**config.mk**
```make
export PLATFORM = sky130hd
export DESIGN_NAME = phy_mii_register_bank
export DESIGN_NICKNAME = d
export VERILOG_FILES = /design/src/phy_mii_regs_pkg.sv /design/src/phy_mii_register_bank.sv
export SDC_FILE = /design/constraint.sdc
export NUM_CORES = 1
export LEC_CHECK = 0
export BUFFER_PORTS_ARGS = -buffer_cell sky130_fd_sc_hd__buf_2
export CELL_PAD_IN_SITES_DETAIL_PLACEMENT = 2
export CELL_PAD_IN_SITES_GLOBAL_PLACEMENT = 2
export CORE_MARGIN = 10
export CORE_UTILIZATION = 28
export CTS_CLUSTER_SIZE = 8
export DETAILED_ROUTE_END_ITERATION = 12
export PLACE_DENSITY_LB_ADDON = 0.25
export SLEW_MARGIN = 40
export SYNTH_ARGS = -nofsm -noshare
export SYNTH_HDL_FRONTEND = slang
export SYNTH_SLANG_ARGS = --single-unit
```
**constraint.sdc**
```tcl
create_clock -name aclk -period 1.7 [get_ports aclk]
set_clock_uncertainty 0.05 [all_clocks]
set_input_delay 0.17 -clock aclk [delete_from_list [all_inputs] [get_ports aclk]]
set_output_delay 0.17 -clock aclk [all_outputs]
set_load 0.01 [all_outputs]
```
**src/phy_mii_regs_pkg.sv**
```systemverilog
// Register map, field positions and reset values of the PHY management bank
package phy_mii_regs_pkg;

  // ------------------------------------------------------------------
  // Bus geometry and answers
  // ------------------------------------------------------------------
  localparam int ADDR_W = 12;
  localparam int IDX_W = 10;
  localparam logic [1:0] RESP_OKAY = 2'h0;
  localparam logic [1:0] RESP_SLVERR = 2'h2;

  // ------------------------------------------------------------------
  // Register indices; byte address is four times the index
  // ------------------------------------------------------------------
  localparam logic [IDX_W-1:0] IDX_BASIC_CONTROL = 10'h0E4;
  localparam logic [IDX_W-1:0] IDX_BASIC_STATUS = 10'h0E6;
  localparam logic [IDX_W-1:0] IDX_IDENT_LOW = 10'h0E8;
  localparam logic [IDX_W-1:0] IDX_IDENT_HIGH = 10'h0EA;
  localparam logic [IDX_W-1:0] IDX_ADVERT = 10'h0EC;
  localparam logic [IDX_W-1:0] IDX_PARTNER = 10'h0EE;
  localparam logic [IDX_W-1:0] IDX_PORT_CONTROL = 10'h0F6;
  localparam logic [IDX_W-1:0] IDX_PORT_STATUS = 10'h0F8;

  // ------------------------------------------------------------------
  // Basic control fields
  // ------------------------------------------------------------------
  localparam int BC_LOOPBACK = 14;
  localparam int BC_FORCE_100 = 13;
  localparam int BC_AN_ENABLE = 12;
  localparam int BC_RSV_HI = 11;
  localparam int BC_RSV_LO = 10;
  localparam int BC_AN_RESTART = 9;
  localparam int BC_FULL_DUPLEX = 8;
  localparam int BC_XOVER_VARIANT = 5;
  localparam int BC_FORCE_MDI = 4;
  localparam int BC_MDIX_DISABLE = 3;
  localparam int BC_RSV_2 = 2;
  localparam int BC_TX_DISABLE = 1;
  localparam int BC_LED_OFF = 0;

  // ------------------------------------------------------------------
  // Port control alias fields
  // ------------------------------------------------------------------
  localparam int PC_LED_OFF = 15;
  localparam int PC_TX_DISABLE = 14;
  localparam int PC_AN_RESTART = 13;
  localparam int PC_RSV_12 = 12;
  localparam int PC_RSV_11 = 11;
  localparam int PC_MDIX_DISABLE = 10;
  localparam int PC_FORCE_MDI = 9;
  localparam int PC_RSV_8 = 8;
  localparam int PC_AN_ENABLE = 7;
  localparam int PC_FORCE_100 = 6;
  localparam int PC_FULL_DUPLEX = 5;
  localparam int PC_ADV_PAUSE = 4;

  // ------------------------------------------------------------------
  // Status, advertisement and partner fields
  // ------------------------------------------------------------------
  localparam logic [15:0] BS_FIXED = 16'h3050; // 13,12,6,4 set
  localparam int BS_AN_DONE = 5;
  localparam int BS_LINK_UP = 2;
  localparam int PS_XOVER_VARIANT = 15;
  localparam int PS_AN_DONE = 6;
  localparam int PS_LINK_UP = 5;
  localparam int PS_PAUSE = 4;
  localparam int AD_PAUSE = 10;
  localparam int AD_RSV_9 = 9;
  localparam int AD_ABIL_LO = 5;
  localparam logic [15:0] SELECTOR_FIXED = 16'h0001;

  // ------------------------------------------------------------------
  // Reset values
  // ------------------------------------------------------------------
  localparam logic RST_LOOPBACK = 1'b0;
  localparam logic RST_FORCE_100 = 1'b1;
  localparam logic RST_AN_ENABLE = 1'b1;
  localparam logic RST_AN_RESTART = 1'b0;
  localparam logic RST_FULL_DUPLEX = 1'b1;
  localparam logic RST_XOVER_VARIANT = 1'b1;
  localparam logic RST_FORCE_MDI = 1'b0;
  localparam logic RST_MDIX_DISABLE = 1'b0;
  localparam logic RST_TX_DISABLE = 1'b0;
  localparam logic RST_LED_OFF = 1'b0;
  localparam logic RST_ADV_PAUSE = 1'b1;
  localparam logic [3:0] RST_ADV_ABIL = 4'hF;

endpackage

```
**src/phy_mii_register_bank.sv**
```systemverilog
// AXI4-Lite slave holding the PHY management register bank
// Contract
// - Control bit 14 loops host transmit through the PHY; resets 0.
// - Control bit 13 forces 100 (1) or 10 Mbps without negotiation.
// - Control bit 12 enables negotiation; resets to 1.
// - Writing 1 to control bit 9 restarts negotiation; resets 0.
// - Control bit 8 selects full duplex; resets to 1.
// - Control bit 5 picks the crossover algorithm variant; resets to 1.
// - Control bit 4 forces MDI (1) or MDI-X (0); resets 0.
// - Control bit 3 disables automatic crossover; resets 0.
// - Control bit 1 disables the transmitter; resets 0.
// - Control bit 0 turns off all port LEDs; resets 0.
// - Aliased fields share one flop with the port control register.
// - Status bits 15..11 read fixed capabilities 0,0,1,1,0.
// - Status bit 5 shows negotiation complete, mirrored in port status.
// - Status bit 3, negotiation capable, reads 0.
// - Status bit 2 shows link up, mirrored in port status.
// - Status bit 0, extended capability, reads 0.
// - Two read-only identifier words ignore writes.
// - Advertisement bit 10 offers pause; writable, resets to 1.
// - Advertisement bits 8..5 offer four abilities; writable, reset 1.
// - Partner bit 10 shows partner pause; read-only, resets 0.
// - Partner bits 8..5 show partner abilities; read-only, reset 0.
`timescale 1ns/1ps
`default_nettype none
module phy_mii_register_bank #(
  parameter logic [15:0] IDENT_LOW_VALUE = 16'h5A00, // Arbitrary value
  parameter logic [15:0] IDENT_HIGH_VALUE = 16'h00A5 // Arbitrary value
) (
  // Clock and reset
  input wire logic aclk,
  input wire logic aresetn,
  // AXI4-Lite write
  input wire logic [phy_mii_regs_pkg::ADDR_W-1:0] awaddr,
  input wire logic awvalid,
  output logic awready,
  input wire logic [31:0] wdata,
  input wire logic [3:0] wstrb,
  input wire logic wvalid,
  output logic wready,
  output logic [1:0] bresp,
  output logic bvalid,
  input wire logic bready,
  // AXI4-Lite read
  input wire logic [phy_mii_regs_pkg::ADDR_W-1:0] araddr,
  input wire logic arvalid,
  output logic arready,
  output logic [31:0] rdata,
  output logic [1:0] rresp,
  output logic rvalid,
  input wire logic rready,
  // PHY status, from the PHY clock domain
  input wire logic an_complete,
  input wire logic link_up,
  input wire logic partner_pause,
  input wire logic [3:0] partner_abilities,
  // PHY control
  output logic host_side_loopback,
  output logic force_100,
  output logic an_enable,
  output logic an_restart_pulse,
  output logic force_full_duplex,
  output logic crossover_variant_select,
  output logic force_mdi,
  output logic auto_mdix_disable,
  output logic tx_disable,
  output logic led_off,
  output logic adv_pause,
  output logic [3:0] adv_abilities
);
  import phy_mii_regs_pkg::*;

  // ------------------------------------------------------------------
  // State
  // ------------------------------------------------------------------
  typedef struct packed {
    logic aw_have;
    logic [IDX_W-1:0] aw_idx;
    logic w_have;
    logic [15:0] w_data;
    logic [1:0] w_strb;
    logic bvalid;
    logic [1:0] bresp;
    logic rvalid;
    logic [15:0] rdata;
    logic [1:0] rresp;
    logic [6:0] sync1;
    logic [6:0] sync2;
    logic [6:0] sync3;
    logic [6:0] phy_stat; // {an_done, link, pause, abilities}
    logic loopback;
    logic force_100;
    logic an_en;
    logic an_restart;
    logic full_dup;
    logic xvar;
    logic force_mdi;
    logic mdix_dis;
    logic tx_dis;
    logic led_off;
    logic [2:0] ctl_rsv; // Control bits 11, 10, 2
    logic [2:0] pc_rsv; // Port control bits 12, 11, 8
    logic adv_pause;
    logic adv_rsv;
    logic [3:0] adv_abil;
    logic restart_pulse;
  } state_s;

  state_s q, d;
  logic aw_fire, w_fire, ar_fire, wr_go;
  logic [15:0] nw;

  // ------------------------------------------------------------------
  // Word builders and decoding
  // ------------------------------------------------------------------
  // Byte-lane merge of a 16-bit write into the current word
  function automatic logic [15:0] merge(input logic [15:0] old,
                                        input logic [15:0] wd,
                                        input logic [1:0] st);
    merge = old;
    if (st[0]) begin
      merge[7:0] = wd[7:0];
    end
    if (st[1]) begin
      merge[15:8] = wd[15:8];
    end
  endfunction

  function automatic logic [15:0] basic_control(input state_s s);
    basic_control = 16'h0000;
    basic_control[BC_LOOPBACK] = s.loopback;
    basic_control[BC_FORCE_100] = s.force_100;
    basic_control[BC_AN_ENABLE] = s.an_en;
    basic_control[BC_RSV_HI] = s.ctl_rsv[2];
    basic_control[BC_RSV_LO] = s.ctl_rsv[1];
    basic_control[BC_AN_RESTART] = s.an_restart;
    basic_control[BC_FULL_DUPLEX] = s.full_dup;
    basic_control[BC_XOVER_VARIANT] = s.xvar;
    basic_control[BC_FORCE_MDI] = s.force_mdi;
    basic_control[BC_MDIX_DISABLE] = s.mdix_dis;
    basic_control[BC_RSV_2] = s.ctl_rsv[0];
    basic_control[BC_TX_DISABLE] = s.tx_dis;
    basic_control[BC_LED_OFF] = s.led_off;
  endfunction

  function automatic logic [15:0] port_control(input state_s s);
    port_control = 16'h0000;
    port_control[PC_LED_OFF] = s.led_off;
    port_control[PC_TX_DISABLE] = s.tx_dis;
    port_control[PC_AN_RESTART] = s.an_restart;
    port_control[PC_RSV_12] = s.pc_rsv[2];
    port_control[PC_RSV_11] = s.pc_rsv[1];
    port_control[PC_MDIX_DISABLE] = s.mdix_dis;
    port_control[PC_FORCE_MDI] = s.force_mdi;
    port_control[PC_RSV_8] = s.pc_rsv[0];
    port_control[PC_AN_ENABLE] = s.an_en;
    port_control[PC_FORCE_100] = s.force_100;
    port_control[PC_FULL_DUPLEX] = s.full_dup;
    port_control[PC_ADV_PAUSE] = s.adv_pause;
    port_control[3:0] = s.adv_abil;
  endfunction

  // Selector field is a constant; reserved bit 9 is held in a flop and takes writes
  function automatic logic [15:0] advert(input state_s s);
    advert = SELECTOR_FIXED;
    advert[AD_PAUSE] = s.adv_pause;
    advert[AD_RSV_9] = s.adv_rsv;
    advert[AD_ABIL_LO+3:AD_ABIL_LO] = s.adv_abil;
  endfunction

  function automatic logic [15:0] read_word(input logic [IDX_W-1:0] idx,
                                            input state_s s);
    read_word = 16'h0000;
    case (idx)
      IDX_BASIC_CONTROL: read_word = basic_control(s);
      IDX_BASIC_STATUS: begin
        read_word = BS_FIXED;
        read_word[BS_AN_DONE] = s.phy_stat[6];
        read_word[BS_LINK_UP] = s.phy_stat[5];
      end
      IDX_IDENT_LOW: read_word = IDENT_LOW_VALUE;
      IDX_IDENT_HIGH: read_word = IDENT_HIGH_VALUE;
      IDX_ADVERT: read_word = advert(s);
      IDX_PARTNER: begin
        read_word = SELECTOR_FIXED;
        read_word[AD_PAUSE] = s.phy_stat[4];
        read_word[AD_ABIL_LO+3:AD_ABIL_LO] = s.phy_stat[3:0];
      end
      IDX_PORT_CONTROL: read_word = port_control(s);
      IDX_PORT_STATUS: begin
        read_word[PS_XOVER_VARIANT] = s.xvar;
        read_word[PS_AN_DONE] = s.phy_stat[6];
        read_word[PS_LINK_UP] = s.phy_stat[5];
        read_word[PS_PAUSE:0] = s.phy_stat[4:0];
      end
      default: read_word = 16'h0000;
    endcase
  endfunction

  function automatic logic is_mapped(input logic [IDX_W-1:0] idx);
    case (idx)
      IDX_BASIC_CONTROL, IDX_BASIC_STATUS, IDX_IDENT_LOW, IDX_IDENT_HIGH,
      IDX_ADVERT, IDX_PARTNER, IDX_PORT_CONTROL, IDX_PORT_STATUS:
        is_mapped = 1'b1;
      default: is_mapped = 1'b0;
    endcase
  endfunction

  // ------------------------------------------------------------------
  // Handshakes
  // ------------------------------------------------------------------
  // A channel stays closed while its item waits or a response is owed
  assign awready = !q.aw_have && !q.bvalid;
  assign wready = !q.w_have && !q.bvalid;
  assign arready = !q.rvalid;
  assign aw_fire = awvalid && awready;
  assign w_fire = wvalid && wready;
  assign ar_fire = arvalid && arready;
  assign wr_go = q.aw_have && q.w_have && !q.bvalid;

  // ------------------------------------------------------------------
  // Next state
  // ------------------------------------------------------------------
  always_comb begin
    d = q;
    nw = 16'h0000;
    d.restart_pulse = 1'b0;
    // PHY status crosses in; a bit moves only when stages 2 and 3 agree
    d.sync1 = {an_complete, link_up, partner_pause, partner_abilities};
    d.sync2 = q.sync1;
    d.sync3 = q.sync2;
    for (int i = 0; i < 7; i++) begin
      if (q.sync2[i] == q.sync3[i]) begin
        d.phy_stat[i] = q.sync3[i];
      end
    end
    if (aw_fire) begin
      d.aw_have = 1'b1;
      d.aw_idx = awaddr[ADDR_W-1:2];
    end
    if (w_fire) begin
      d.w_have = 1'b1;
      d.w_data = wdata[15:0];
      d.w_strb = wstrb[1:0];
    end
    // Commit once address and data are both held
    if (wr_go) begin
      d.aw_have = 1'b0;
      d.w_have = 1'b0;
      d.bvalid = 1'b1;
      d.bresp = is_mapped(q.aw_idx) ? RESP_OKAY : RESP_SLVERR;
      case (q.aw_idx)
        IDX_BASIC_CONTROL: begin
          nw = merge(basic_control(q), q.w_data, q.w_strb);
          d.loopback = nw[BC_LOOPBACK];
          d.force_100 = nw[BC_FORCE_100];
          d.an_en = nw[BC_AN_ENABLE];
          d.an_restart = nw[BC_AN_RESTART];
          d.restart_pulse = q.w_strb[1] && nw[BC_AN_RESTART];
          d.full_dup = nw[BC_FULL_DUPLEX];
          d.xvar = nw[BC_XOVER_VARIANT];
          d.force_mdi = nw[BC_FORCE_MDI];
          d.mdix_dis = nw[BC_MDIX_DISABLE];
          d.tx_dis = nw[BC_TX_DISABLE];
          d.led_off = nw[BC_LED_OFF];
          d.ctl_rsv = {nw[BC_RSV_HI], nw[BC_RSV_LO], nw[BC_RSV_2]};
        end
        // Same flops as the basic control fields, and bits 4..0 as the advertisement fields
        IDX_PORT_CONTROL: begin
          nw = merge(port_control(q), q.w_data, q.w_strb);
          d.led_off = nw[PC_LED_OFF];
          d.tx_dis = nw[PC_TX_DISABLE];
          d.an_restart = nw[PC_AN_RESTART];
          d.restart_pulse = q.w_strb[1] && nw[PC_AN_RESTART];
          d.mdix_dis = nw[PC_MDIX_DISABLE];
          d.force_mdi = nw[PC_FORCE_MDI];
          d.an_en = nw[PC_AN_ENABLE];
          d.force_100 = nw[PC_FORCE_100];
          d.full_dup = nw[PC_FULL_DUPLEX];
          d.adv_pause = nw[PC_ADV_PAUSE];
          d.adv_abil = nw[3:0];
          d.pc_rsv = {nw[PC_RSV_12], nw[PC_RSV_11], nw[PC_RSV_8]};
        end
        IDX_ADVERT: begin
          nw = merge(advert(q), q.w_data, q.w_strb);
          d.adv_pause = nw[AD_PAUSE];
          d.adv_rsv = nw[AD_RSV_9];
          d.adv_abil = nw[AD_ABIL_LO+3:AD_ABIL_LO];
        end
        IDX_PORT_STATUS: begin
          if (q.w_strb[1]) begin
            d.xvar = q.w_data[PS_XOVER_VARIANT];
          end
        end
        default: nw = 16'h0000; // Read-only words ignore writes
      endcase
    end
    if (q.bvalid && bready) begin
      d.bvalid = 1'b0;
    end
    if (ar_fire) begin
      d.rvalid = 1'b1;
      d.rdata = read_word(araddr[ADDR_W-1:2], q);
      d.rresp = is_mapped(araddr[ADDR_W-1:2]) ? RESP_OKAY : RESP_SLVERR;
    end else if (q.rvalid && rready) begin
      d.rvalid = 1'b0;
    end
    // Synchronous reset; the control fields take their defaults
    if (!aresetn) begin
      d = '0;
      d.loopback = RST_LOOPBACK;
      d.force_100 = RST_FORCE_100;
      d.an_en = RST_AN_ENABLE;
      d.an_restart = RST_AN_RESTART;
      d.full_dup = RST_FULL_DUPLEX;
      d.xvar = RST_XOVER_VARIANT;
      d.force_mdi = RST_FORCE_MDI;
      d.mdix_dis = RST_MDIX_DISABLE;
      d.tx_dis = RST_TX_DISABLE;
      d.led_off = RST_LED_OFF;
      d.adv_pause = RST_ADV_PAUSE;
      d.adv_abil = RST_ADV_ABIL;
    end
  end

  // Single state register
  always_ff @(posedge aclk) begin
    q <= d;
  end

  // ------------------------------------------------------------------
  // Outputs, all straight from flops
  // ------------------------------------------------------------------
  assign bvalid = q.bvalid;
  assign bresp = q.bresp;
  assign rvalid = q.rvalid;
  assign rdata = {16'h0000, q.rdata};
  assign rresp = q.rresp;
  assign host_side_loopback = q.loopback;
  assign force_100 = q.force_100;
  assign an_enable = q.an_en;
  assign an_restart_pulse = q.restart_pulse;
  assign force_full_duplex = q.full_dup;
  assign crossover_variant_select = q.xvar;
  assign force_mdi = q.force_mdi;
  assign auto_mdix_disable = q.mdix_dis;
  assign tx_disable = q.tx_dis;
  assign led_off = q.led_off;
  assign adv_pause = q.adv_pause;
  assign adv_abilities = q.adv_abil;
endmodule
`default_nettype wire

```
# Word level (Yosys, flattened, before mapping)
# Cells that the tools add are included.
[totals]
regBits = 103
inputBits = 74
output_inout_bits = 56
word_cells = 131
[op_classes]
n_reduce_logical = 34
bitwise = 1
n_eq_ne = 30
n_mux = 28
[op_table]
columns = ["operator", "n"]
rows = [
  ["$eq 10x8->1 const B", 16],
  ["$pmux 8 s7", 1],
  ["$pmux 7 s7", 1],
  ["$mux 8", 5],
  ["$pmux 4 s2", 3],
  ["$mux 7", 3],
  ["$reduce_and 4->1", 5],
  ["$reduce_or 8->1", 2],
  ["$reduce_and 3->1", 4],
  ["$logic_and 1x1->1", 11],
  ["$ne 2x2->1 const B", 5],
  ["$pmux 1 s2", 4],
  ["$reduce_bool 2->1", 4],
  ["$eq 1x1->1", 7],
  ["$mux 1", 7],
  ["$mux 6", 1],
  ["$ne 3x3->1 const B", 2],
  ["$logic_not 1->1", 4],
  ["$mux 2", 2],
  ["$reduce_and 2->1", 2],
  ["$reduce_or 2->1", 2],
  ["$mux 3", 1],
  ["$not 1->1", 1],
]

# Depth between registers and ports, before layout
# Gate-level depths: netlist of run 1.
[logic_depth]
ltp_word = 5
ltp_mapped = 7
ltp_nobuf = 4

# Least setup slack after synthesis of run 1
# OpenSTA, ideal clock, no wires.
[synth_timing]
kind = "reg-to-reg"
startpoint = "register q[95] (netlist name)"
endpoint = "register q (netlist bit adv_abilities[3])"
path_slack_ns = 0.078
n_path_buf = 1
t_required_ns = 1.518
stages_incl_launch_ff = 6
setup_time_ns = 0.132
synth_period_minus_slack_ns = 1.622
arrival_ns = 1.440
path_cell_list = "dfxtp_1 -> clkbuf_2 -> or3b_1 -> a2bb2oi_1 -> a2111oi_0 -> o21ai_0"
[synth_between]
elab_chain_cells = 3
word_cells_on_any_way = 7
cone_classes = "eq/ne: 4; mux: 1; reduce/logical: 2"
[synth_rtl]
columns = ["item", "line_no", "source"]
rows = [
  ["start, declared", "phy_mii_register_bank.sv:109", "state_s q, d;"],
  ["start signal, assigned", "phy_mii_register_bank.sv:328", "q <= d;"],
  ["$eq 10x8->1", "phy_mii_register_bank.sv:252", "case (q.aw_idx)"],
  ["$ne 2x2->1 (no source line) or $reduce_bool 2->1 (tied branches)", "--", ""],
  ["$reduce_and 4->1 (no source line)", "--", ""],
]
# Several ways; a longest one is shown, not always the timed one.
# A chain may end at the register's enable or synchronous reset.

# Worst setup path after layout of run 1
[layout_timing]
startpoint = "register q[94] (netlist name)"
endpoint = "register q (netlist bit adv_pause)"
# The elaborated chain is that of the path after synthesis.

==> metrics.yaml, run 1 <==
gr-usage-met3: 0.03274
root_buffer: "clkbuf_16"
fin_ws_ns: -0.1362
dp_hpwl_mm: 13.32
synthCells: 572
die-area_sq_um: 23250
numCtsBuffers: 9
hold_class: "input port to flop"
gp_congestion: 0.8093
fmax_mhz: 544.6
pre_cts_ws_ns: -0.2902
grt_max_degree: 33
clk_latency_ns: 0.37
cts_buffer_depth: 2
grtUsageTotal: 0.1460
grt.busiest_layer: "met2"
hold_viol_final: 0
rows: 48
cts_num_sinks: 101
io_pins: 130
synth.cell_area_sq_um: 4913
power_leakage_nw: 2.606
synthFlopType: "dfxtp_1"
grt_pass1_wl_mm: 27.66
cts_tree: "yes"
power_frac_clock: 0.383
arrival_ns: 2.06
grtUsageMet2: 0.2639
htree_levels: 3
worstReg2RegStart: "q[94]$_SDFFE_PN0P_"
fin_cells: 932
cp_top_family: "compound AO/OA/AOI/OAI gates"
p_comb_frac: 0.135
core_area_sq_um: 17240
routed_wl_mm: 18.24
r2r_cells: 5
switching_share: 0.2865
ys_seq_area_frac: 0.4115
drive_gt1_frac: 0.3098
whs_ns: 0.003161
internal_power_mw: 3.771
place_inst: 875
worstSetupPathType: "flop to flop"
drv_slew: 0
die_x_microns: 152.5
via_count: 4693
fp.dieH_microns: 152.5
setup_violations: 7
ys_warn_count: 0
nets: 776
violations: "negative setup slack"
antenna_found_initial: 0
drc: 0
met1_usage: 0.1657
ant_nets: 0
finalCritPeriodShare: 1.080
ys_async_sr_fraction: 0
seq_power_share: 0.482
cp-start-kind: "flop"
ys_seq_elements: 101
end_kind: "flop"
r2r_slack_ns: -0.14
cap_violations: 0
drt_first_pass_iters: 4
synth-edff-count: 0
relSlewSlack: 0.5594
cts.clk_slew.worst_paths_ns: 0.07
areaGrowthSynthToFinish_pct: 33.15
min_period_ns: 1.836
cp_slowest_cell: "a2bb2oi_1"
wl_per_cell_microns: 19.57
drtIter0Drc: 131
path_cells: "buf_4, nor3b_1, a2bb2oi_1, a2111oi_4, o21ai_0"
status: "complete, but fails checks"
top_register: "q"
ir_worst_vdd_v: 0.0004681
switching_power_mw: 1.514
path_max_fanout: 6
io_buffers: 89
start_util: 0.2851
yosys.cell_types.count: 65
max_stage_delay_ns: 0.48
avgSynthCellArea_sq_um: 8.590
routed_via_density: 5.035
grt_overflow: 0
hold_start: "wdata[0]"
largest_reg_flops: 66
min_path_cells: 3
worstHoldEndpoint: "q[75]$_SDFFE_PN0P_"
num_antenna_cells: 0
critPathBufInv: 1
cp_data_required_time_ns: 1.92
r2r-end: "adv_pause$_SDFFE_PN1P_"
grt_pass1_vias: 4965
tightest_slew_ns: 0.6566
rsz0062_at_grt: "yes"
cellPowerDensity_nw_per_um2: 807.8
per-stage QoR:
step / util / instance area (sq um) / setup TNS, ns / power, mW
global placement: 0.3227 / 5563 / -0.5533 / 3.161
CTS: 0.3600 / 6205 / -0.1557 / 5.284
global route: 0.3796 / 6543 / -1.939 / 5.549
detailed placement: 0.3227 / 5563 / -2.217 / 3.193
floorplan: - / 4977 / 0 / 2.957
finish: 0.3796 / 6543 / -0.4088 / 5.285
worst max-delay path by stage:
stage,cells past startpoint,startpoint,endpoint,slack (ns)
after CTS,5,q[97]$_SDFFE_PN0P_,adv_abilities[0]$_SDFFE_PN1P_,-0.05
final,5,q[94]$_SDFFE_PN0P_,adv_pause$_SDFFE_PN1P_,-0.14
after global routing,5,q[98]$_SDFFE_PN0P_,adv_abilities[2]$_SDFFE_PN1P_,-0.22
after global placement,4,q[97]$_SDFFE_PN0P_,adv_abilities[3]$_SDFFE_PN1P_,-0.10
after detailed placement,4,q[97]$_SDFFE_PN0P_,adv_pause$_SDFFE_PN1P_,-0.29
after floorplan,5,q[95]$_SDFFE_PN0P_,adv_abilities[3]$_SDFFE_PN1P_,0.08
timing repair:
action	4_1_cts	5_1_grt
endpoints found under the hold margin	28	0
setup buffers	1	11
pin swaps	2	14
gates cloned	0	1
gates resized for setup	20	47
hold buffers	28	0
endpoints found under the setup margin	21	23
worst min-delay path, stage by stage:
cell and delay [ns]:
buf_2 0.10, nand2_1 0.05, a21oi_1 0.05
per-layer routing:
metal / vias to the layer above / part of all wire
met2: 75 / 0.53
li1: 2266 / -
met1: 2330 / 0.42
met5: - / 0
met4: 0 / 0.017
met3: 22 / 0.032
cells in the final DEF (no fill, tap or decap), types with 9 or more instances in the layout:
| master | synthesis | routed |
|---|---|---|
| a21oi_1 | 58 | 57 |
| a31oi_1 | 12 | 11 |
| and2_1 | 25 | 24 |
| buf_2 | 6 | 89 |
| buf_4 | 42 | 57 |
| clkbuf_16 | 0 | 9 |
| conb_1 | 1 | 18 |
| dfxtp_1 | 101 | 91 |
| dlygate4sd3_1 | 0 | 28 |
| mux2i_1 | 13 | 12 |
| nand2_1 | 93 | 93 |
| nand4_1 | 9 | 9 |
| nor2_1 | 20 | 20 |
| o21ai_0 | 24 | 21 |
| o21ai_1 | 7 | 10 |
synthesized netlist by cell type, drive strengths merged, types with 4 or more instances:
| library cell | number | area [sq um] |
|---|---|---|
| a2111oi | 5 | 43.79 |
| a211oi | 10 | 75.07 |
| a21oi | 58 | 290.3 |
| a22o | 6 | 52.55 |
| a31oi | 12 | 75.07 |
| a32o | 4 | 40.04 |
| and2 | 25 | 156.4 |
| buf | 54 | 382.9 |
| clkbuf | 22 | 113.9 |
| dfxtp | 101 | 2022 |
| inv | 6 | 22.52 |
| mux2i | 13 | 130.1 |
| nand2 | 93 | 349.1 |
| nand2b | 8 | 50.05 |
| nand3 | 6 | 30.03 |
| nand3b | 5 | 37.54 |
| nand4 | 9 | 56.30 |
| nor2 | 20 | 75.07 |
| nor2b | 4 | 25.02 |
| nor3 | 5 | 25.02 |
| nor3b | 4 | 30.03 |
| nor4 | 11 | 105.1 |
| o21ai | 31 | 155.2 |
| o22ai | 4 | 25.02 |
logic make-up after synthesis:
logic type             count (synthesis)  synth area share
AND/OR/NAND/NOR                      215            0.2473
flip-flops                           101            0.4115
other                                  1         0.0007632
XOR/XNOR                               2          0.003566
buffers and inverters                 83            0.1082
multiplexers                          15           0.03107
AO/OA/AOI/OAI                        155            0.1976
power groups by stage:
stage          logic [mW]  clock network (mW)  registers [mW]
3_5_place_dp        0.607                   0            2.59
4_1_cts             0.668                2.08            2.54
2_1_floorplan       0.413                   0            2.54
6_report            0.714                2.03            2.54
5_1_grt             0.789                2.20            2.56
3_3_place_gp        0.583                   0            2.58
final cells by class:
| type | count | area, sq um |
|---|---|---|
| clock buffers | 9 | 225.2 |
| clock inverters | 7 | 57.56 |
| fillers | 1949 | 10690 |
| inverters | 6 | 22.52 |
| multi-input cells | 405 | 2698 |
| flip-flops and latches | 101 | 2044 |
| well taps | 225 | 281.5 |
| repair buffers | 179 | 1214 |
Power figures use the tool's default switching activity.
==> inputs of run 2 (changes only) <==
--- a/config.mk
+++ b/config.mk
@@ -12,7 +12,9 @@
 export CORE_UTILIZATION = 28
 export CTS_CLUSTER_SIZE = 8
 export DETAILED_ROUTE_END_ITERATION = 12
+export GPL_TIMING_DRIVEN = 0
 export PLACE_DENSITY_LB_ADDON = 0.25
+export SKIP_LAST_GASP = 1
 export SLEW_MARGIN = 40
 export SYNTH_ARGS = -nofsm -noshare
 export SYNTH_HDL_FRONTEND = slang
==> run 2 against run 1 <==
Compared with the run above: the run ends with negative hold slack, negative setup slack left; sequential cell count is the same; first-iteration DRC count grew 31%; register-to-register slack gained 0.08 ns; sequential share of layout area shrank 2.0 points; worst hold slack lost 0.011 ns; count of clock-buffer cells in the layout is the same; critical path type unchanged; highest routed layer unchanged.
==> metrics.yaml, run 2 (same netlist as run 1, synthesis figures left out) <==
cts_num_sinks: 101  # unchanged
ir_worst_vdd_v: 0.0005264  # was 0.0004681 V
cts_buffer_depth: 2  # unchanged
path_max_fanout: 10  # was 6
placed_area_sq_um: 5705  # was 5563 sq um
cts_tree: "yes"  # unchanged
finalCritPeriodShare: 1.033  # was 1.080
root_buffer: "clkbuf_16"  # unchanged
status: "complete, but fails checks"  # unchanged
routed_wl_mm: 19.81  # was 18.24 mm
cp-start-kind: "flop"  # unchanged
worstReg2RegStart: "q[94]$_SDFFE_PN0P_"  # unchanged
switching_share: 0.2660  # was 0.2865
hold_start: "wstrb[1]"  # was wdata[0]
fin_ws_ns: -0.05630  # was -0.1362 ns
io_buffers: 88  # was 89
max_stage_delay_ns: 0.40  # was 0.48 ns
core_area_sq_um: 17240  # unchanged
areaGrowthSynthToFinish_pct: 42.25  # was 33.15%
drive_gt1_frac: 0.3460  # was 0.3098
grt_pass1_vias: 5332  # was 4965
grtUsageTotal: 0.1588  # was 0.1460
power_mw: 5.763  # was 5.285 mW
die-area_sq_um: 23250  # unchanged
drv_slew: 0  # unchanged
min_period_ns: 1.756  # was 1.836 ns
largest_reg_flops: 66  # unchanged
p_comb_frac: 0.133  # was 0.135
grt_overflow: 0  # unchanged
r2r_slack_ns: -0.06  # was -0.14 ns
cp-startpoint: "q[94]$_SDFFE_PN0P_"  # unchanged
final_common_cell: "nand2_1"  # unchanged
mostFrequentLayoutCells: "nand2_1 (93), buf_2 (90), dfxtp_1 (89)"  # was nand2_1 (93), dfxtp_1 (91), buf_2 (89)
fmax_mhz: 569.4  # was 544.6 MHz
fp.dieH_microns: 152.5  # unchanged
r2r_cells: 5  # unchanged
gp_congestion: 0.8917  # was 0.8093
r2r-end: "crossover_variant_select$_SDFFE_PN1P_"  # was adv_pause$_SDFFE_PN1P_
drt_first_pass_iters: 4  # unchanged
worstSetupPathType: "flop to flop"  # unchanged
whs_ns: -0.007693  # was 0.003161 ns
start_util: 0.2851  # unchanged
cts.clk_slew.worst_paths_ns: 0.08  # was 0.07 ns
rows: 48  # unchanged
dp_hpwl_mm: 14.20  # was 13.32 mm
tightest_slew_ns: 0.6426  # was 0.6566 ns
io_pins: 130  # unchanged
routed_via_density: 5.023  # was 5.035
die_x_microns: 152.5  # unchanged
end_kind: "flop"  # unchanged
setup_violations: 10  # was 7
grt_max_degree: 20  # was 33
switching_power_mw: 1.533  # was 1.514 mW
arrival_ns: 1.91  # was 2.06 ns
ant_nets: 0  # unchanged
nets: 806  # was 776
fillers: 1899  # was 1949
top_register: "q"  # unchanged
relSlewSlack: 0.5716  # was 0.5594
antenna_found_initial: 0  # unchanged
path_cells: "buf_6, nor4bb_4, a31oi_1, a41oi_1, o311ai_0"  # was buf_4, nor3b_1, a2bb2oi_1, a2111oi_4, o21ai_0
wl_per_cell_microns: 20.59  # was 19.57 microns
hold_class: "input port to flop"  # unchanged
htree_levels: 3  # unchanged
cap_violations: 0  # unchanged
violations: "negative hold slack, negative setup slack"  # was negative setup slack
cp_slowest_cell: "nor4bb_4"  # was a2bb2oi_1
min_path_cells: 3  # unchanged
rsz0062_at_grt: "yes"  # unchanged
internal_power_mw: 4.230  # was 3.771 mW
drtIter0Drc: 172  # was 131
cellPowerDensity_nw_per_um2: 824.5  # was 807.8 nW/um^2
drc: 0  # unchanged
power_leakage_nw: 2.813  # was 2.606 nW
hold_viol_final: 2  # was 0
worstHoldEndpoint: "q[74]$_SDFFE_PN0P_"  # was q[75]$_SDFFE_PN0P_
clk_latency_ns: 0.37  # about the same
numCtsBuffers: 9  # unchanged
power_frac_clock: 0.424  # was 0.383
grt_pass1_wl_mm: 30.06  # was 27.66 mm
finalInstanceArea_sq_um: 6989  # was 6543 sq um
via_count: 4832  # was 4693
cp_data_required_time_ns: 1.86  # was 1.92 ns
num_antenna_cells: 0  # unchanged
pre_cts_ws_ns: -0.4152  # was -0.2902 ns
seq_power_share: 0.442  # was 0.482
==> run 2: cell types whose count changed in the layout (fill, tap and decap cells not counted), sizes merged <==
cell,before,now
bufinv,0,3
clkbuf,9,28
dlymetal6s2s,0,1
clkinvlp,3,2
inv,9,7
clkdlybuf4s15,1,0
buf,150,167
dlygate4sd3,28,22
==> run 2: timing repair <==
action	4_1_cts	5_1_grt
resized for setup	61	63
endpoints found under the setup margin	42	35
hold buffers	21	1
buffers inserted	14	8
hold endpoints to repair	21	1
pin swaps	13	17
cloned	0	3
==> run 2: how the worst max path moves through the flow <==
stage / to / slack, ns
after floorplan: adv_abilities[3]$_SDFFE_PN1P_ / 0.08
after global placement: force_100$_SDFFE_PN1P_ / -0.32
after detailed placement: adv_abilities[1]$_SDFFE_PN1P_ / -0.42
after CTS: adv_abilities[1]$_SDFFE_PN1P_ / -0.08
after global routing: crossover_variant_select$_SDFFE_PN1P_ / -0.19
final: crossover_variant_select$_SDFFE_PN1P_ / -0.06
==> run 2: routing by layer <==
metal	wire (microns)	share of wire	GRT usage	up-vias
met5	0	0	0	-
met4	576	0.029	0.06767	0
met3	835	0.042	0.03359	34
met2	10400	0.53	0.2850	112
met1	7995	0.40	0.1769	2367
li1	-	-	-	2319
==> run 2: per-stage QoR <==
step | std cells | utilization | TNS [ns]
floorplan | 589 | - | 0
global placement | 902 | 0.3306 | -4.261
detailed placement | 902 | 0.3310 | -5.091
CTS | 950 | 0.3854 | -0.1511
global route | 962 | 0.4055 | -1.902
finish | 962 | 0.4055 | -0.2573
==> run 2: worst max-delay path: cells and delay by family, from the launching register on <==
| family | cells | cell delay [ns] |
|---|---|---|
| AOI/OAI and AO/OA | 3 | 0.61 |
| and+or+nand+nor | 1 | 0.40 |
| DFF | 1 | 0.38 |
| buffers and inverters | 1 | 0.16 |
==> run 2: area by class of cell <==
class,instances,area (sq um),share of cell area
multi-input cells,405,2801,0.4008
flip-flops and latches,101,2047,0.2929
repair buffers,135,914.6,0.1309
plain buffers,74,574.3,0.08217
well taps,225,281.5,0.04028
clock buffers,9,225.2,0.03222
clock inverters,7,122.6,0.01754
inverters,6,22.52,0.003222
==> run 2: power groups by stage <==
stage | clock (mW) | sequential (mW) | combinational (mW)
after floorplan | 0 | 2.54 | 0.413
after global placement | 0 | 2.57 | 0.604
after detailed placement | 0 | 2.58 | 0.628
after CTS | 2.49 | 2.54 | 0.715
after global routing | 2.60 | 2.56 | 0.847
final | 2.44 | 2.55 | 0.769
==> inputs of run 3 (changes only) <==
--- a/config.mk
+++ b/config.mk
@@ -13,7 +13,7 @@
 export CTS_CLUSTER_SIZE = 8
 export DETAILED_ROUTE_END_ITERATION = 12
 export GPL_TIMING_DRIVEN = 0
-export PLACE_DENSITY_LB_ADDON = 0.25
+export PLACE_DENSITY = 0.74
 export SKIP_LAST_GASP = 1
 export SLEW_MARGIN = 40
 export SYNTH_ARGS = -nofsm -noshare
==> run 3 against run 2 <==
Compared with the run above: the run ends with negative setup slack left; power shrank 4.8%; worst hold slack gained 0.013 ns; first-iteration DRC count grew 46%; maximum frequency grew 0.78%; non-clock buffer count shrank 5.
==> metrics.yaml, run 3 (same netlist as run 1, synthesis figures left out) <==
status: "complete, but fails checks"  # unchanged
violations: "negative setup slack"  # was negative hold slack, negative setup slack
fin_tns_setup_ns: -0.2628  # was -0.2573 ns
power_mw: 5.488  # was 5.763 mW
grt_max_degree: 20  # unchanged
r2r_slack_ns: -0.04  # was -0.06 ns
worstHoldEndpoint: "q[96]$_SDFFE_PN0P_"  # was q[74]$_SDFFE_PN0P_
num_antenna_cells: 0  # unchanged
min_period_ns: 1.743  # was 1.756 ns
final_common_cell: "nand2_1"  # unchanged
hold_start: "awaddr[6]"  # was wstrb[1]
r2r_cells: 4  # was 5
worstReg2RegStart: "q[101]$_SDFFE_PN0P_"  # was q[94]$_SDFFE_PN0P_
cts_tree: "yes"  # unchanged
gp_congestion: 0.8837  # was 0.8917
r2r-end: "force_full_duplex$_SDFFE_PN1P_"  # was crossover_variant_select$_SDFFE_PN1P_
ant_nets: 0  # unchanged
mostFrequentLayoutCells: "nand2_1 (93), buf_2 (92), dfxtp_1 (89)"  # was nand2_1 (93), buf_2 (90), dfxtp_1 (89)
ir_worst_vdd_v: 0.0004775  # was 0.0005264 V
cts_buffer_depth: 2  # unchanged
routed_via_density: 5.108  # was 5.023
whs_ns: 0.004922  # was -0.007693 ns
cp-start-kind: "flop"  # unchanged
finalInstanceArea_sq_um: 6870  # was 6989 sq um
drt_first_pass_iters: 5  # was 4
io_buffers: 88  # unchanged
die-area_sq_um: 23250  # unchanged
grt_pass1_wl_mm: 29.70  # was 30.06 mm
grt_overflow: 0  # unchanged
fillers: 1930  # was 1899
end_kind: "flop"  # unchanged
post-route-util: 0.3986  # was 0.4055
grt_pass1_vias: 5226  # was 5332
wl_per_cell_microns: 20.89  # was 20.59 microns
tightest_slew_ns: 0.7313  # was 0.6426 ns
antenna_found_initial: 0  # unchanged
hold_class: "input port to flop"  # unchanged
fmax_mhz: 573.8  # was 569.4 MHz
root_buffer: "clkbuf_16"  # unchanged
multi_input_area_sq_um: 2813  # was 2801 sq um
path_max_fanout: 5  # was 10
pre_cts_ws_ns: -0.4567  # was -0.4152 ns
drtIter0Drc: 251  # was 172
start_util: 0.2851  # unchanged
via_count: 4888  # was 4832
cts_num_sinks: 101  # unchanged
place_inst: 902  # unchanged
drive_gt1_frac: 0.3484  # was 0.3460
placed_area_sq_um: 5699  # was 5705 sq um
largest_reg_flops: 66  # unchanged
regArea_sq_um: 2047  # unchanged
finalCritPeriodShare: 1.025  # was 1.033
setup_violations: 10  # unchanged
drc: 0  # unchanged
cellPowerDensity_nw_per_um2: 798.9  # was 824.5 nW/um^2
top_register: "q"  # unchanged
drv_slew: 0  # unchanged
hold_viol_final: 0  # was 2
fp.dieH_microns: 152.5  # unchanged
rows: 48  # unchanged
cp-startpoint: "q[101]$_SDFFE_PN0P_"  # was q[94]$_SDFFE_PN0P_
worstSetupPathType: "flop to flop"  # unchanged
fin_cells: 957  # was 962
arrival_ns: 1.93  # was 1.91 ns
io_pins: 130  # unchanged
relSlewSlack: 0.5125  # was 0.5716
numCtsBuffers: 9  # unchanged
htree_levels: 3  # unchanged
clk_latency_ns: 0.36  # was 0.37 ns
nets: 802  # was 806
cp_data_required_time_ns: 1.89  # was 1.86 ns
die_x_microns: 152.5  # unchanged
areaGrowthSynthToFinish_pct: 39.83  # was 42.25%
routed_wl_mm: 19.99  # was 19.81 mm
grtUsageTotal: 0.1594  # was 0.1588
rsz0062_at_grt: "yes"  # unchanged
min_path_cells: 3  # unchanged
core_area_sq_um: 17240  # unchanged
dp_hpwl_mm: 14.34  # was 14.20 mm
fin_ws_ns: -0.04269  # was -0.05630 ns
cap_violations: 0  # unchanged
power_leakage_nw: 2.778  # was 2.813 nW
cts.clk_slew.worst_paths_ns: 0.07  # was 0.08 ns
run 3: what timing repair did:
item,CTS,global route
cloned,0,2
endpoints found under the setup margin,43,43
setup buffers,11,15
endpoints found under the hold margin,15,0
hold buffers,15,0
gates resized for setup,72,46
pin swaps,14,16
run 3: how the worst max path moves through the flow:
stage                                      to  depth (start not counted)
3_5_place_dp           adv_pause$_SDFFE_PN1P_                          5
5_1_grt         adv_abilities[0]$_SDFFE_PN1P_                          5
4_1_cts           an_restart_pulse$_SDFF_PN0_                          5
3_3_place_gp           adv_pause$_SDFFE_PN1P_                          5
6_report       force_full_duplex$_SDFFE_PN1P_                          4
2_1_floorplan   adv_abilities[3]$_SDFFE_PN1P_                          5
run 3: routing by layer:
layer | global-route usage | wire [microns] | up-vias
met5 | 0 | 0 | -
met2 | 0.2946 | 10780 | 123
li1 | - | - | 2299
met1 | 0.1799 | 8146 | 2440
met3 | 0.03048 | 732 | 26
met4 | 0.04859 | 332 | 0
run 3: power breakdown:
part           internal [mW]  leakage [nW]  switching (mW)
clock                   1.22         0.141           0.947
sequential              2.45         0.829          0.0949
combinational          0.342          1.81           0.442
run 3: worst max-delay path, cell delays in order (launching register included):
cell,delay (ns)
dfxtp_2,0.34
nand4bb_4,0.30
or3_2,0.57
mux2i_1,0.26
a21oi_1,0.11
run 3: layout make-up:
| class | instances | share of cell area |
|---|---|---|
| flip-flops and latches | 101 | 0.2979 |
| plain buffers | 74 | 0.08013 |
| inverters | 6 | 0.003278 |
| clock buffers | 12 | 0.03733 |
| multi-input cells | 406 | 0.4094 |
| well taps | 225 | 0.04098 |
| repair buffers | 130 | 0.1244 |
| clock inverters | 3 | 0.006556 |
